`src/rtl/tacq_consts.svh`:
```
// register map, field positions, reset values and timing counts
`ifndef TACQ_CONSTS_SVH
`define TACQ_CONSTS_SVH
`define CH_NUM 5
`define DATA_W 12
`define OFF_CMD 8'h00
`define OFF_RATE 8'h04
`define OFF_BIAS 8'h08
`define OFF_SETTLE 8'h0c
`define OFF_FILT 8'h10
`define OFF_CHMASK 8'h14
`define OFF_IMASK 8'h18
`define OFF_STATUS 8'h1c
`define OFF_ISRC 8'h20
`define OFF_CHDATA 8'h40
`define CHDATA_MASK 8'he3
`define SEQ_CODE 3'h7
`define STAT_BUSY 0
`define STAT_PEN 1
`define STAT_MODE 2
`define STAT_UNREAD 4
`define ISRC_CONV 0
`define RST_RATE 16'h0000
`define RST_BIAS 16'h0000
`define RST_SETTLE 16'h0000
`define RST_FILT 2'h0
`define RST_CHMASK 5'h00
`define RST_IMASK 4'h0
`define CLK_PERIOD_NS 40
`define TS_UNIT_NS 500
`define TS_MAX_US 18190
`define UNIT_CYC ((`TS_UNIT_NS + `CLK_PERIOD_NS - 1) / `CLK_PERIOD_NS)
`define RATE_UNIT_US 100
`define RATE_UNIT_CYC ((`RATE_UNIT_US * 1000) / `CLK_PERIOD_NS)
`define CONV_START_OSC 47
`define CONV_SAMPLE_OSC 21
`define PEN_BIAS_SHIFT 3
`endif

```
`src/rtl/tacq_pkg.sv`:
```
// types shared by the touch acquisition sequencer
package tacq_pkg;
    typedef enum logic [1:0] {
        HOST_DRIVEN_MODE = 2'h0,
        TOUCH_WATCH_MODE = 2'h1,
        TOUCH_TRIGGERED_MODE = 2'h2
    } mode_t;
    typedef enum logic [3:0] {
        OP_HOST_MODE = 4'h1,
        OP_WATCH_MODE = 4'h2,
        OP_TRIG_MODE = 4'h3,
        OP_SELECT = 4'h4,
        OP_CONVERT = 4'h5
    } cmd_op_t;
    typedef struct packed {
        cmd_op_t op;
        logic spare;
        logic [2:0] chan;
    } cmd_t;
    typedef struct packed {
        logic release_ev;
        logic touch_ev;
        logic spare;
        logic conv_done;
    } irq_src_t;
    typedef enum logic [2:0] {
        ST_IDLE = 3'h0,
        ST_PEN_BIAS = 3'h1,
        ST_PEN_EVAL = 3'h3,
        ST_OVERHEAD = 3'h2,
        ST_CH_BIAS = 3'h6,
        ST_CH_SETTLE = 3'h7,
        ST_CH_CONV = 3'h5,
        ST_DONE = 3'h4
    } state_t;
endpackage : tacq_pkg

```
`src/rtl/touch_acquisition_mode_sequencer.sv`:
```
// touch acquisition sequencer: modes, commands, pen detection, timing
`include "tacq_consts.svh"

// Functional notes
// - three modes: host driven, watch, triggered
// - reset leaves device in host driven mode
// - host driven mode acts only on commands
// - host convert runs pen detection first
// - host driven mode never changes touch flag
// - convert biases, waits bias delay, converts
// - select only biases a channel
// - sequence code converts every masked channel
// - conversion end lowers irq, reads release
// - conversion after select skips pen detection
// - watch mode only detects pen, no conversion
// - watch mode waits while irq is low
// - triggered mode converts masked channels on touch
// - triggered mode waits until data fully read
// - conversion time follows oscillator period formula
// - bias and settle delays 0.5us to 18.19ms; bias here up to 65536 units, settle 0 at filter 0, else up to 393216 units
// - channel mask selects one to five channels
// - touch sets flag, release clears, both interrupt
// - pen detection biases one eighth bias delay
module touch_acquisition_mode_sequencer #(
    parameter int CH_NUM = `CH_NUM,
    parameter int DATA_W = `DATA_W
) (
    input wire logic i_mclk,
    input wire logic i_rst,
    input wire logic [7:0] i_addr,
    input wire logic [31:0] i_wdata,
    input wire logic i_wr,
    input wire logic i_rd,
    output logic [31:0] o_rdata,
    input wire logic i_osc_clk,
    input wire logic i_pen_cmp,
    input wire logic [DATA_W-1:0] i_adc_data,
    output logic [CH_NUM-1:0] o_bias_ch,
    output logic o_pen_bias,
    output logic o_converting,
    output logic o_irq_n,
    output tacq_pkg::mode_t o_mode
);
    import tacq_pkg::*;

    localparam int WAIT_W = 20;

    function automatic logic [2:0] oh_index(input logic [CH_NUM-1:0] oh);
        logic [2:0] idx;
        idx = 3'h0;
        for (int i = 0; i < CH_NUM; i++) begin
            if (oh[i]) begin
                idx = 3'(i);
            end
        end
        return idx;
    endfunction : oh_index

    mode_t mode_q;
    state_t state_q, state_d;
    logic [15:0] rate_q, bias_set_q, settle_set_q;
    logic [1:0] filt_q;
    logic [CH_NUM-1:0] chmask_q, job_q, cur_q, done_q, unread_q, bias_q;
    logic [3:0] imask_q;
    logic touch_src_q, release_src_q, pen_flag_q, busy_q, armed_q;
    logic pen_bias_q, irq_n_q, tick_q, use_osc_q, osc_prev_q;
    logic [WAIT_W-1:0] wait_q;
    logic [3:0] unit_cnt_q;
    logic [11:0] rate_pre_q;
    logic [15:0] rate_cnt_q;
    logic load_en, load_osc;
    logic [WAIT_W-1:0] load_val;

    // pins from outside the clock domain: three stages, change on agreement
    wire logic [1:0] pin_raw = {i_pen_cmp, i_osc_clk};
    wire logic [1:0] pin_lvl;
    genvar g;
    for (g = 0; g < 2; g++) begin : g_sync
        logic s1_q, s2_q, s3_q, lvl_q;
        always_ff @(posedge i_mclk or posedge i_rst) begin
            if (i_rst) begin
                s1_q <= 1'b0;
                s2_q <= 1'b0;
                s3_q <= 1'b0;
                lvl_q <= 1'b0;
            end else begin
                s1_q <= pin_raw[g];
                s2_q <= s1_q;
                s3_q <= s2_q;
                if (s2_q == s3_q) begin
                    lvl_q <= s3_q;
                end
            end
        end
        assign pin_lvl[g] = lvl_q;
    end
    wire logic pen_lvl = pin_lvl[1];
    wire logic osc_edge = pin_lvl[0] & ~osc_prev_q;

    // command and register decode
    wire cmd_t cmd = i_wdata[7:0];
    wire logic cmd_wr = i_wr && i_addr == `OFF_CMD;
    wire logic is_seq = cmd.chan == `SEQ_CODE;
    wire logic chan_ok = 32'(cmd.chan) < CH_NUM;
    wire logic [CH_NUM-1:0] chan_oh =
        chan_ok ? CH_NUM'(1) << cmd.chan : '0;
    wire logic man_ok = state_q == ST_IDLE && mode_q == HOST_DRIVEN_MODE;
    wire logic sel_go = cmd_wr && cmd.op == OP_SELECT && man_ok
        && !is_seq && chan_ok;
    wire logic conv_go = cmd_wr && cmd.op == OP_CONVERT && man_ok
        && (is_seq ? |chmask_q : chan_ok);
    wire logic [CH_NUM-1:0] conv_mask =
        is_seq ? chmask_q : chan_oh;
    wire logic auto_ok = (mode_q == TOUCH_WATCH_MODE && irq_n_q)
        || (mode_q == TOUCH_TRIGGERED_MODE && unread_q == '0);
    wire logic auto_go = state_q == ST_IDLE && auto_ok
        && (!pen_flag_q || tick_q);
    wire logic start = state_q == ST_IDLE && (conv_go || auto_go);
    wire logic [CH_NUM-1:0] job_start = conv_go ? conv_mask
        : (mode_q == TOUCH_TRIGGERED_MODE ? chmask_q : '0);
    wire logic isrc_rd = i_rd && i_addr == `OFF_ISRC;
    wire logic data_hit = (i_addr & `CHDATA_MASK) == `OFF_CHDATA
        && 32'(i_addr[4:2]) < CH_NUM;
    wire logic [CH_NUM-1:0] data_rd_oh =
        (i_rd && data_hit) ? CH_NUM'(1) << i_addr[4:2] : '0;

    // delay lengths, in 0.5us units or oscillator periods
    wire logic [WAIT_W-1:0] bias_units =
        WAIT_W'(bias_set_q) + WAIT_W'(1);
    wire logic [WAIT_W-1:0] pen_raw = bias_units >> `PEN_BIAS_SHIFT;
    wire logic [WAIT_W-1:0] pen_units =
        (pen_raw == '0) ? WAIT_W'(1) : pen_raw;
    wire logic [WAIT_W-1:0] settle_units = WAIT_W'((WAIT_W'(settle_set_q)
        + WAIT_W'(1)) * WAIT_W'(filt_q) * WAIT_W'(2));
    wire logic [WAIT_W-1:0] sample_osc = WAIT_W'(`CONV_SAMPLE_OSC * 2)
        * WAIT_W'(filt_q) + WAIT_W'(`CONV_SAMPLE_OSC + 1);
    wire logic [WAIT_W-1:0] start_osc = WAIT_W'(`CONV_START_OSC);
    wire logic wait_zero = wait_q == '0;
    wire logic unit_tick = unit_cnt_q == 4'(`UNIT_CYC - 1);

    // channel stepping
    wire logic [CH_NUM-1:0] rest = job_q & ~cur_q;
    wire logic [CH_NUM-1:0] next_src =
        (state_q == ST_CH_CONV) ? rest : job_q;
    wire logic [CH_NUM-1:0] next_ch = next_src & (~next_src + 1'b1);
    wire logic enter_bias = state_d == ST_CH_BIAS && state_q != ST_CH_BIAS;
    wire logic ch_end = state_q == ST_CH_CONV && wait_zero;
    wire logic pen_upd = state_q == ST_PEN_EVAL
        && mode_q != HOST_DRIVEN_MODE;
    wire logic touch_set = pen_upd && pen_lvl && !pen_flag_q;
    wire logic release_set = pen_upd && !pen_lvl && pen_flag_q;
    wire irq_src_t isrc = '{release_ev: release_src_q,
        touch_ev: touch_src_q, spare: 1'b0, conv_done: |unread_q};
    wire logic rate_run = mode_q != HOST_DRIVEN_MODE && rate_q != '0;

    always_comb begin
        state_d = state_q;
        load_en = 1'b0;
        load_val = '0;
        load_osc = 1'b0;
        unique case (state_q)
            ST_IDLE: begin
                if (conv_go && armed_q) begin
                    state_d = ST_OVERHEAD;
                    load_en = 1'b1;
                    load_val = start_osc;
                    load_osc = 1'b1;
                end else if (start) begin
                    state_d = ST_PEN_BIAS;
                    load_en = 1'b1;
                    load_val = pen_units;
                end
            end
            ST_PEN_BIAS: begin
                if (wait_zero) begin
                    state_d = ST_PEN_EVAL;
                end
            end
            ST_PEN_EVAL: begin
                if (pen_lvl && job_q != '0
                        && mode_q != TOUCH_WATCH_MODE) begin
                    state_d = ST_OVERHEAD;
                    load_en = 1'b1;
                    load_val = start_osc;
                    load_osc = 1'b1;
                end else begin
                    state_d = ST_IDLE;
                end
            end
            ST_OVERHEAD: begin
                if (wait_zero) begin
                    state_d = ST_CH_BIAS;
                    load_en = 1'b1;
                    load_val = bias_units;
                end
            end
            ST_CH_BIAS: begin
                if (wait_zero) begin
                    state_d = ST_CH_SETTLE;
                    load_en = 1'b1;
                    load_val = settle_units;
                end
            end
            ST_CH_SETTLE: begin
                if (wait_zero) begin
                    state_d = ST_CH_CONV;
                    load_en = 1'b1;
                    load_val = sample_osc;
                    load_osc = 1'b1;
                end
            end
            ST_CH_CONV: begin
                if (wait_zero && rest != '0) begin
                    state_d = ST_CH_BIAS;
                    load_en = 1'b1;
                    load_val = bias_units;
                end else if (wait_zero) begin
                    state_d = ST_DONE;
                end
            end
            ST_DONE: begin
                state_d = ST_IDLE;
            end
        endcase
    end

    always_ff @(posedge i_mclk or posedge i_rst) begin
        if (i_rst) begin
            state_q <= ST_IDLE;
            wait_q <= '0;
            use_osc_q <= 1'b0;
            unit_cnt_q <= 4'h0;
            osc_prev_q <= 1'b0;
        end else begin
            state_q <= state_d;
            osc_prev_q <= pin_lvl[0];
            if (load_en) begin
                wait_q <= load_val;
                use_osc_q <= load_osc;
                unit_cnt_q <= 4'h0;
            end else begin
                unit_cnt_q <= unit_tick ? 4'h0 : unit_cnt_q + 4'h1;
                if (!wait_zero && (use_osc_q ? osc_edge : unit_tick)) begin
                    wait_q <= wait_q - WAIT_W'(1);
                end
            end
        end
    end

    always_ff @(posedge i_mclk or posedge i_rst) begin
        if (i_rst) begin
            job_q <= '0;
            cur_q <= '0;
            done_q <= '0;
            bias_q <= '0;
            busy_q <= 1'b0;
        end else begin
            if (start) begin
                job_q <= job_start;
                done_q <= '0;
            end else if (ch_end) begin
                job_q <= rest;
                done_q <= done_q | cur_q;
            end
            if (enter_bias) begin
                cur_q <= next_ch;
            end
            if (sel_go) begin
                bias_q <= chan_oh;
            end else if (enter_bias) begin
                bias_q <= next_ch;
            end else if (ch_end) begin
                bias_q <= '0;
            end
            if (state_d == ST_OVERHEAD) begin
                busy_q <= 1'b1;
            end else if (state_q == ST_DONE) begin
                busy_q <= 1'b0;
            end
        end
    end

    // flags: a hardware set wins over a read clear in the same cycle
    always_ff @(posedge i_mclk or posedge i_rst) begin
        if (i_rst) begin
            pen_flag_q <= 1'b0;
            touch_src_q <= 1'b0;
            release_src_q <= 1'b0;
            unread_q <= '0;
            irq_n_q <= 1'b1;
            pen_bias_q <= 1'b0;
        end else begin
            if (pen_upd) begin
                pen_flag_q <= pen_lvl;
            end
            touch_src_q <= touch_set | (touch_src_q & ~isrc_rd);
            release_src_q <= release_set | (release_src_q & ~isrc_rd);
            unread_q <= (unread_q & ~data_rd_oh)
                | (state_q == ST_DONE ? done_q : '0);
            irq_n_q <= ~|(isrc & imask_q);
            pen_bias_q <= state_d == ST_PEN_BIAS;
        end
    end

    always_ff @(posedge i_mclk or posedge i_rst) begin
        if (i_rst) begin
            mode_q <= HOST_DRIVEN_MODE;
            rate_q <= `RST_RATE;
            bias_set_q <= `RST_BIAS;
            settle_set_q <= `RST_SETTLE;
            filt_q <= `RST_FILT;
            chmask_q <= CH_NUM'(`RST_CHMASK);
            imask_q <= `RST_IMASK;
            armed_q <= 1'b0;
        end else begin
            if (cmd_wr && cmd.op == OP_HOST_MODE) begin
                mode_q <= HOST_DRIVEN_MODE;
            end else if (cmd_wr && cmd.op == OP_WATCH_MODE) begin
                mode_q <= TOUCH_WATCH_MODE;
            end else if (cmd_wr && cmd.op == OP_TRIG_MODE) begin
                mode_q <= TOUCH_TRIGGERED_MODE;
            end
            if (sel_go) begin
                armed_q <= 1'b1;
            end else if (conv_go || mode_q != HOST_DRIVEN_MODE) begin
                armed_q <= 1'b0;
            end
            if (i_wr && i_addr == `OFF_RATE) rate_q <= i_wdata[15:0];
            if (i_wr && i_addr == `OFF_BIAS) bias_set_q <= i_wdata[15:0];
            if (i_wr && i_addr == `OFF_SETTLE) settle_set_q <= i_wdata[15:0];
            if (i_wr && i_addr == `OFF_FILT) filt_q <= i_wdata[1:0];
            if (i_wr && i_addr == `OFF_CHMASK) chmask_q <= i_wdata[CH_NUM-1:0];
            if (i_wr && i_addr == `OFF_IMASK) imask_q <= i_wdata[3:0];
        end
    end

    // rate tick generator, held idle in host driven mode or at rate zero
    always_ff @(posedge i_mclk or posedge i_rst) begin
        if (i_rst) begin
            rate_pre_q <= 12'h0;
            rate_cnt_q <= 16'h0;
            tick_q <= 1'b0;
        end else if (!rate_run) begin
            rate_pre_q <= 12'h0;
            rate_cnt_q <= 16'h0;
            tick_q <= 1'b0;
        end else begin
            tick_q <= 1'b0;
            if (rate_pre_q == 12'(`RATE_UNIT_CYC - 1)) begin
                rate_pre_q <= 12'h0;
                if (rate_cnt_q >= rate_q - 16'h1) begin
                    rate_cnt_q <= 16'h0;
                    tick_q <= 1'b1;
                end else begin
                    rate_cnt_q <= rate_cnt_q + 16'h1;
                end
            end else begin
                rate_pre_q <= rate_pre_q + 12'h1;
            end
        end
    end

    logic [31:0] reg_rd;
    always_comb begin
        reg_rd = 32'h0;
        unique case (i_addr)
            `OFF_RATE: reg_rd = {16'h0, rate_q};
            `OFF_BIAS: reg_rd = {16'h0, bias_set_q};
            `OFF_SETTLE: reg_rd = {16'h0, settle_set_q};
            `OFF_FILT: reg_rd = {30'h0, filt_q};
            `OFF_CHMASK: reg_rd = 32'(chmask_q);
            `OFF_IMASK: reg_rd = {28'h0, imask_q};
            `OFF_STATUS: reg_rd = 32'({unread_q, mode_q, pen_flag_q, busy_q});
            `OFF_ISRC: reg_rd = {28'h0, isrc};
            default: reg_rd = 32'h0;
        endcase
    end

    chan_store #(
        .DEPTH(CH_NUM),
        .WIDTH(DATA_W),
        .AW(3)
    ) u_store (
        .i_mclk(i_mclk),
        .i_rst(i_rst),
        .i_we(ch_end),
        .i_waddr(oh_index(cur_q)),
        .i_wdata(i_adc_data),
        .i_re(i_rd),
        .i_sel_mem(data_hit),
        .i_raddr(i_addr[4:2]),
        .i_other(reg_rd),
        .o_rdata(o_rdata)
    );

    assign o_bias_ch = bias_q;
    assign o_pen_bias = pen_bias_q;
    assign o_converting = busy_q;
    assign o_irq_n = irq_n_q;
    assign o_mode = mode_q;
endmodule : touch_acquisition_mode_sequencer

```
`src/rtl/chan_store.sv`:
```
// channel data store with registered read port and read data mux
module chan_store #(
    parameter int DEPTH = 5,
    parameter int WIDTH = 12,
    parameter int AW = 3
) (
    input wire logic i_mclk,
    input wire logic i_rst,
    input wire logic i_we,
    input wire logic [AW-1:0] i_waddr,
    input wire logic [WIDTH-1:0] i_wdata,
    input wire logic i_re,
    input wire logic i_sel_mem,
    input wire logic [AW-1:0] i_raddr,
    input wire logic [31:0] i_other,
    output logic [31:0] o_rdata
);
    logic [WIDTH-1:0] mem_q [DEPTH];
    wire logic [31:0] mem_word = {{(32 - WIDTH){1'b0}}, mem_q[i_raddr]};
    wire logic [31:0] rd_word = i_sel_mem ? mem_word : i_other;

    always_ff @(posedge i_mclk or posedge i_rst) begin
        if (i_rst) begin
            for (int i = 0; i < DEPTH; i++) begin
                mem_q[i] <= '0;
            end
        end else if (i_we) begin
            mem_q[i_waddr] <= i_wdata;
        end
    end

    // read data stand only in the cycle after the read strobe
    always_ff @(posedge i_mclk or posedge i_rst) begin
        if (i_rst) begin
            o_rdata <= 32'h0;
        end else begin
            o_rdata <= i_re ? rd_word : 32'h0;
        end
    end
endmodule : chan_store

```
`config.mk`:
```
export PLATFORM = sky130hd
export DESIGN_NAME = touch_acquisition_mode_sequencer
export DESIGN_NICKNAME = d
export VERILOG_FILES = /design/src/rtl/tacq_pkg.sv /design/src/rtl/touch_acquisition_mode_sequencer.sv /design/src/rtl/chan_store.sv
export VERILOG_INCLUDE_DIRS = /design/src /design/src/rtl
export SDC_FILE = /design/constraint.sdc
export NUM_CORES = 1
export LEC_CHECK = 0
export ABC_AREA = 1
export BUFFER_PORTS_ARGS = -buffer_cell sky130_fd_sc_hd__buf_2
export CORE_ASPECT_RATIO = 1.1
export CORE_MARGIN = 2
export CORE_UTILIZATION = 30
export DETAILED_ROUTE_END_ITERATION = 6
export PLACE_DENSITY = 0.56
export SLEW_MARGIN = 20
export SYNTH_ARGS = -nofsm -noshare
export SYNTH_HDL_FRONTEND = slang
export SYNTH_SLANG_ARGS = --single-unit
```
`constraint.sdc`:
```
create_clock -name i_mclk -period 19.5 [get_ports i_mclk]
set_input_delay 3.9 -clock i_mclk [delete_from_list [all_inputs] [get_ports i_mclk]]
set_output_delay 3.9 -clock i_mclk [all_outputs]
set_load 0.05 [all_outputs]
```
==> flow_metrics.tcl <==
set metrics [dict create \
    ios 100 \
    required_ns 19.97 \
    dr.pass1.iters 7 \
    final_cell_mix "473 x nand2_1, 234 x dfrtp_1, 223 x nor2_1" \
    cts_buffers 29 \
    worstSetupPathType "in2reg" \
    grt_max_degree 99 \
    fin_ws_ns 13.28 \
    num_antenna_cells 0 \
    worstMarginPinSlew_ns 1.035 \
    drive_above_1_share_pct 9.262 \
    power_uw 1427 \
    status "finished, final reports clean" \
    hold_buffers 0 \
    overflow 0 \
    period_needed_ns 6.221 \
    arrival_ns 6.69 \
    synth_edf_count 0 \
    fill_cells 5095 \
    wl_per_cell_um 16.37 \
    ant_nets 0 \
    clock_power_share_pct 39.4 \
    pre_cts_ws_ns 12.81 \
    gp_congestion 0.8851 \
    finalSetupViolCount 0 \
    dieArea_um2 49610 \
    track_usage_pct 17.75 \
    pwr-share-comb_pct 21.0 \
    ir_worst_vdd_v 0.00005966 \
    fin_crit_sh_pct 31.90 \
    dp_cells 2612 \
    coreArea_um2 47510 \
    final_common_cell "nand2_1" \
    crit_path_frequent_cell "nand2_1" \
    maxSlewViolCount 0 \
    sequentialPowerShare_pct 39.6 \
    fin_worst_skew_ns 0.02708 \
    dp_hpwl_um 32520 \
    wirelength_um 43620 \
    dieWidth_um 212.6 \
    power_density_nw_per_um2 87.91 \
    drt_iter0_markers 886 \
    tns_ns 0 \
    p_sw_share_pct 33.38 \
    routed-via-count 13260 \
    clk_pin_slew_worst_paths_ns 0.06 \
    layoutNonFillerInstCount 2664 \
    ff_latch_area_um2 5882 \
    ys_warn_count 0 \
    rsz0062_at_grt "no" \
    ys.flop_type "dfrtp_1" \
    cpPeakStageDelay_ns 0.61 \
    drv_cap 0 \
    syn_area_per_cell_um2 7.387 \
    seq_area_frac_synth_pct 40.98 \
    multiInputGateArea_um2 7361 \
    layout.nets 2099 \
    hp-class "reg2reg" \
    postCtsSetupBuffers 0 \
    async_flop_share_pct 100.0 \
    vias_per_cell 4.979 \
    synth-seq-cells 235 \
    p_leak_uw 0.007705 \
    die_y_um 233.4 \
    start_util_pct 30.21 \
    clockRootBuffer "clkbuf_16" \
    drc 0 \
    slew-limit-headroom_pct 30.78 \
    p_switching_uw 476.5 \
    final-hold-violation-count 0 \
    fmax_ghz 0.1607 \
    io_buffers 67 \
    rows 84 \
    area_delta_synth_final_pct 13.13 \
    ctsResizeCount 0 \
    grt_first_pass_wirelength_um 70020 \
    netlist_instances 1943 \
    critPathMaxFanout 32 \
    cp-end-kind "register" \
    synthDistinctLibCells 58 \
    grt_pass1_vias 12980 \
    cts_tree "done" \
    htree_levels 1 \
    netlist_area_um2 14350 \
    critical-path-slowest-cell "nand2_1" \
    clock_sinks 235 \
    intPower_uw 950.9 \
    start_kind "input pin" \
    crit_chain "buf_2 -> inv_1 -> nand2_1 -> nor2_2 -> nand2_1 -> inv_2 -> nand2_1 -> o21ai_0" \
    clk_latency_ns 0.60 \
    clockBufferDepth 3 \
    grt_antenna_before_repair 3 \
]
-- power groups by stage --
stage / logic, uW / clock network, uW / registers, uW
2_1_floorplan: 231 / 0 / 569
3_3_place_gp: 296 / 0 / 572
3_5_place_dp: 302 / 0 / 573
4_1_cts: 303 / 572 / 565
5_1_grt: 343 / 592 / 571
6_report: 300 / 562 / 566
-- metrics by stage --
step / util, % / instance area (um2) / hold WS (ns)
after floorplan: - / 14410 / 0.3312
after global placement: 32.11 / 15250 / 0.3359
after detailed placement: 32.11 / 15250 / 0.3356
after CTS: 34.18 / 16240 / 0.3499
after global routing: 34.18 / 16240 / 0.3612
final: 34.18 / 16240 / 0.3456
-- critical path, delay by kind of cell --
kind / cells / cell delay, ns
compound gates: 1 / 0.39
buf+inv: 3 / 0.48
simple gates: 4 / 1.89
-- state kept, by name, indices dropped and copies added, names as in the netlist, 2 cells and up --
register	flops
bias_set_q	16
chmask_q	5
cur_q	5
done_q	5
filt_q	2
g_sync.lvl_q	2
g_sync.s1_q	2
g_sync.s2_q	2
g_sync.s3_q	2
imask_q	4
job_q	5
o_bias_ch	5
o_mode	2
rate_cnt_q	16
rate_pre_q	12
rate_q	16
settle_set_q	16
state_q	3
u_store.mem_q	60
u_store.o_rdata	16
unit_cnt_q	4
unread_q	5
wait_q	20
-- per-layer routing --
metal	global-route usage, %	vias to the layer above	share of wire [%]
met5	0	-	0.060
li1	-	6513	-
met4	6.359	4	3.4
met3	2.407	85	4.9
met1	22.72	6312	44
met2	30.50	350	48
-- Yosys cell counts, types with 3 or more instances --
master	n	share of area, %
a211oi_1	8	0.42
a21oi_1	59	2.1
a221oi_1	3	0.18
a22oi_1	3	0.16
a31oi_1	6	0.26
buf_2	6	0.21
buf_4	21	1.1
clkbuf_1	31	0.81
clkinv_1	3	0.078
dfrtp_1	234	41
ha_1	42	3.7
inv_1	203	5.3
inv_2	14	0.37
nand2_1	473	12
nand2_2	11	0.48
nand3_1	133	4.6
nand3_2	3	0.21
nand3b_1	7	0.37
nand4_1	48	2.1
nor2_1	223	5.8
nor2_2	10	0.44
nor2_4	6	0.47
nor3_1	27	0.94
nor4_1	8	0.35
o211ai_1	9	0.47
o21ai_0	187	6.5
o21ai_1	16	0.56
o21ai_2	12	0.73
o21bai_1	3	0.16
o221ai_1	11	0.67
o22ai_1	24	1.0
o31a_1	3	0.18
xnor2_1	14	0.85
xor2_1	47	2.9
-- logic make-up after synthesis --
| group | after synthesis | synth area share, % |
|---|---|---|
| AND/OR/NAND/NOR | 963 | 29.15 |
| AO/OA/AOI/OAI | 355 | 14.05 |
| buffers and inverters | 283 | 8.125 |
| flip-flops | 235 | 40.98 |
| XOR/XNOR | 61 | 3.722 |
| adder cells (fa/ha/maj) | 45 | 3.940 |
| other | 1 | 0.02613 |
-- final timing paths --
check / startpoint / to / slack [ns] / depth (start not counted)
min: g_sync[1].s1_q / g_sync[1].s2_q / 0.35 / 0
max reg2reg: rate_q[2] / rate_cnt_q[15] / 15.91 / 16
min in group asynchronous: i_rst / u_store.mem_q[6] / 3.44 / 2
max: i_addr[2] / bias_set_q[10] / 13.28 / 8
max in group asynchronous: i_rst / wait_q[11] / 13.79 / 4
min reg2reg: g_sync[1].s1_q / g_sync[1].s2_q / 0.35 / 0
-- cell type report --
class,instances,share of cell area (%)
clock buffer,39,5.009
sequential,235,36.23
inverter,221,5.171
timing repair buffer,71,2.250
tap,645,4.970
clock inverter,13,1.040
multi-input combinational,1440,45.33
No activity file was read; power rests on OpenSTA's default activity.
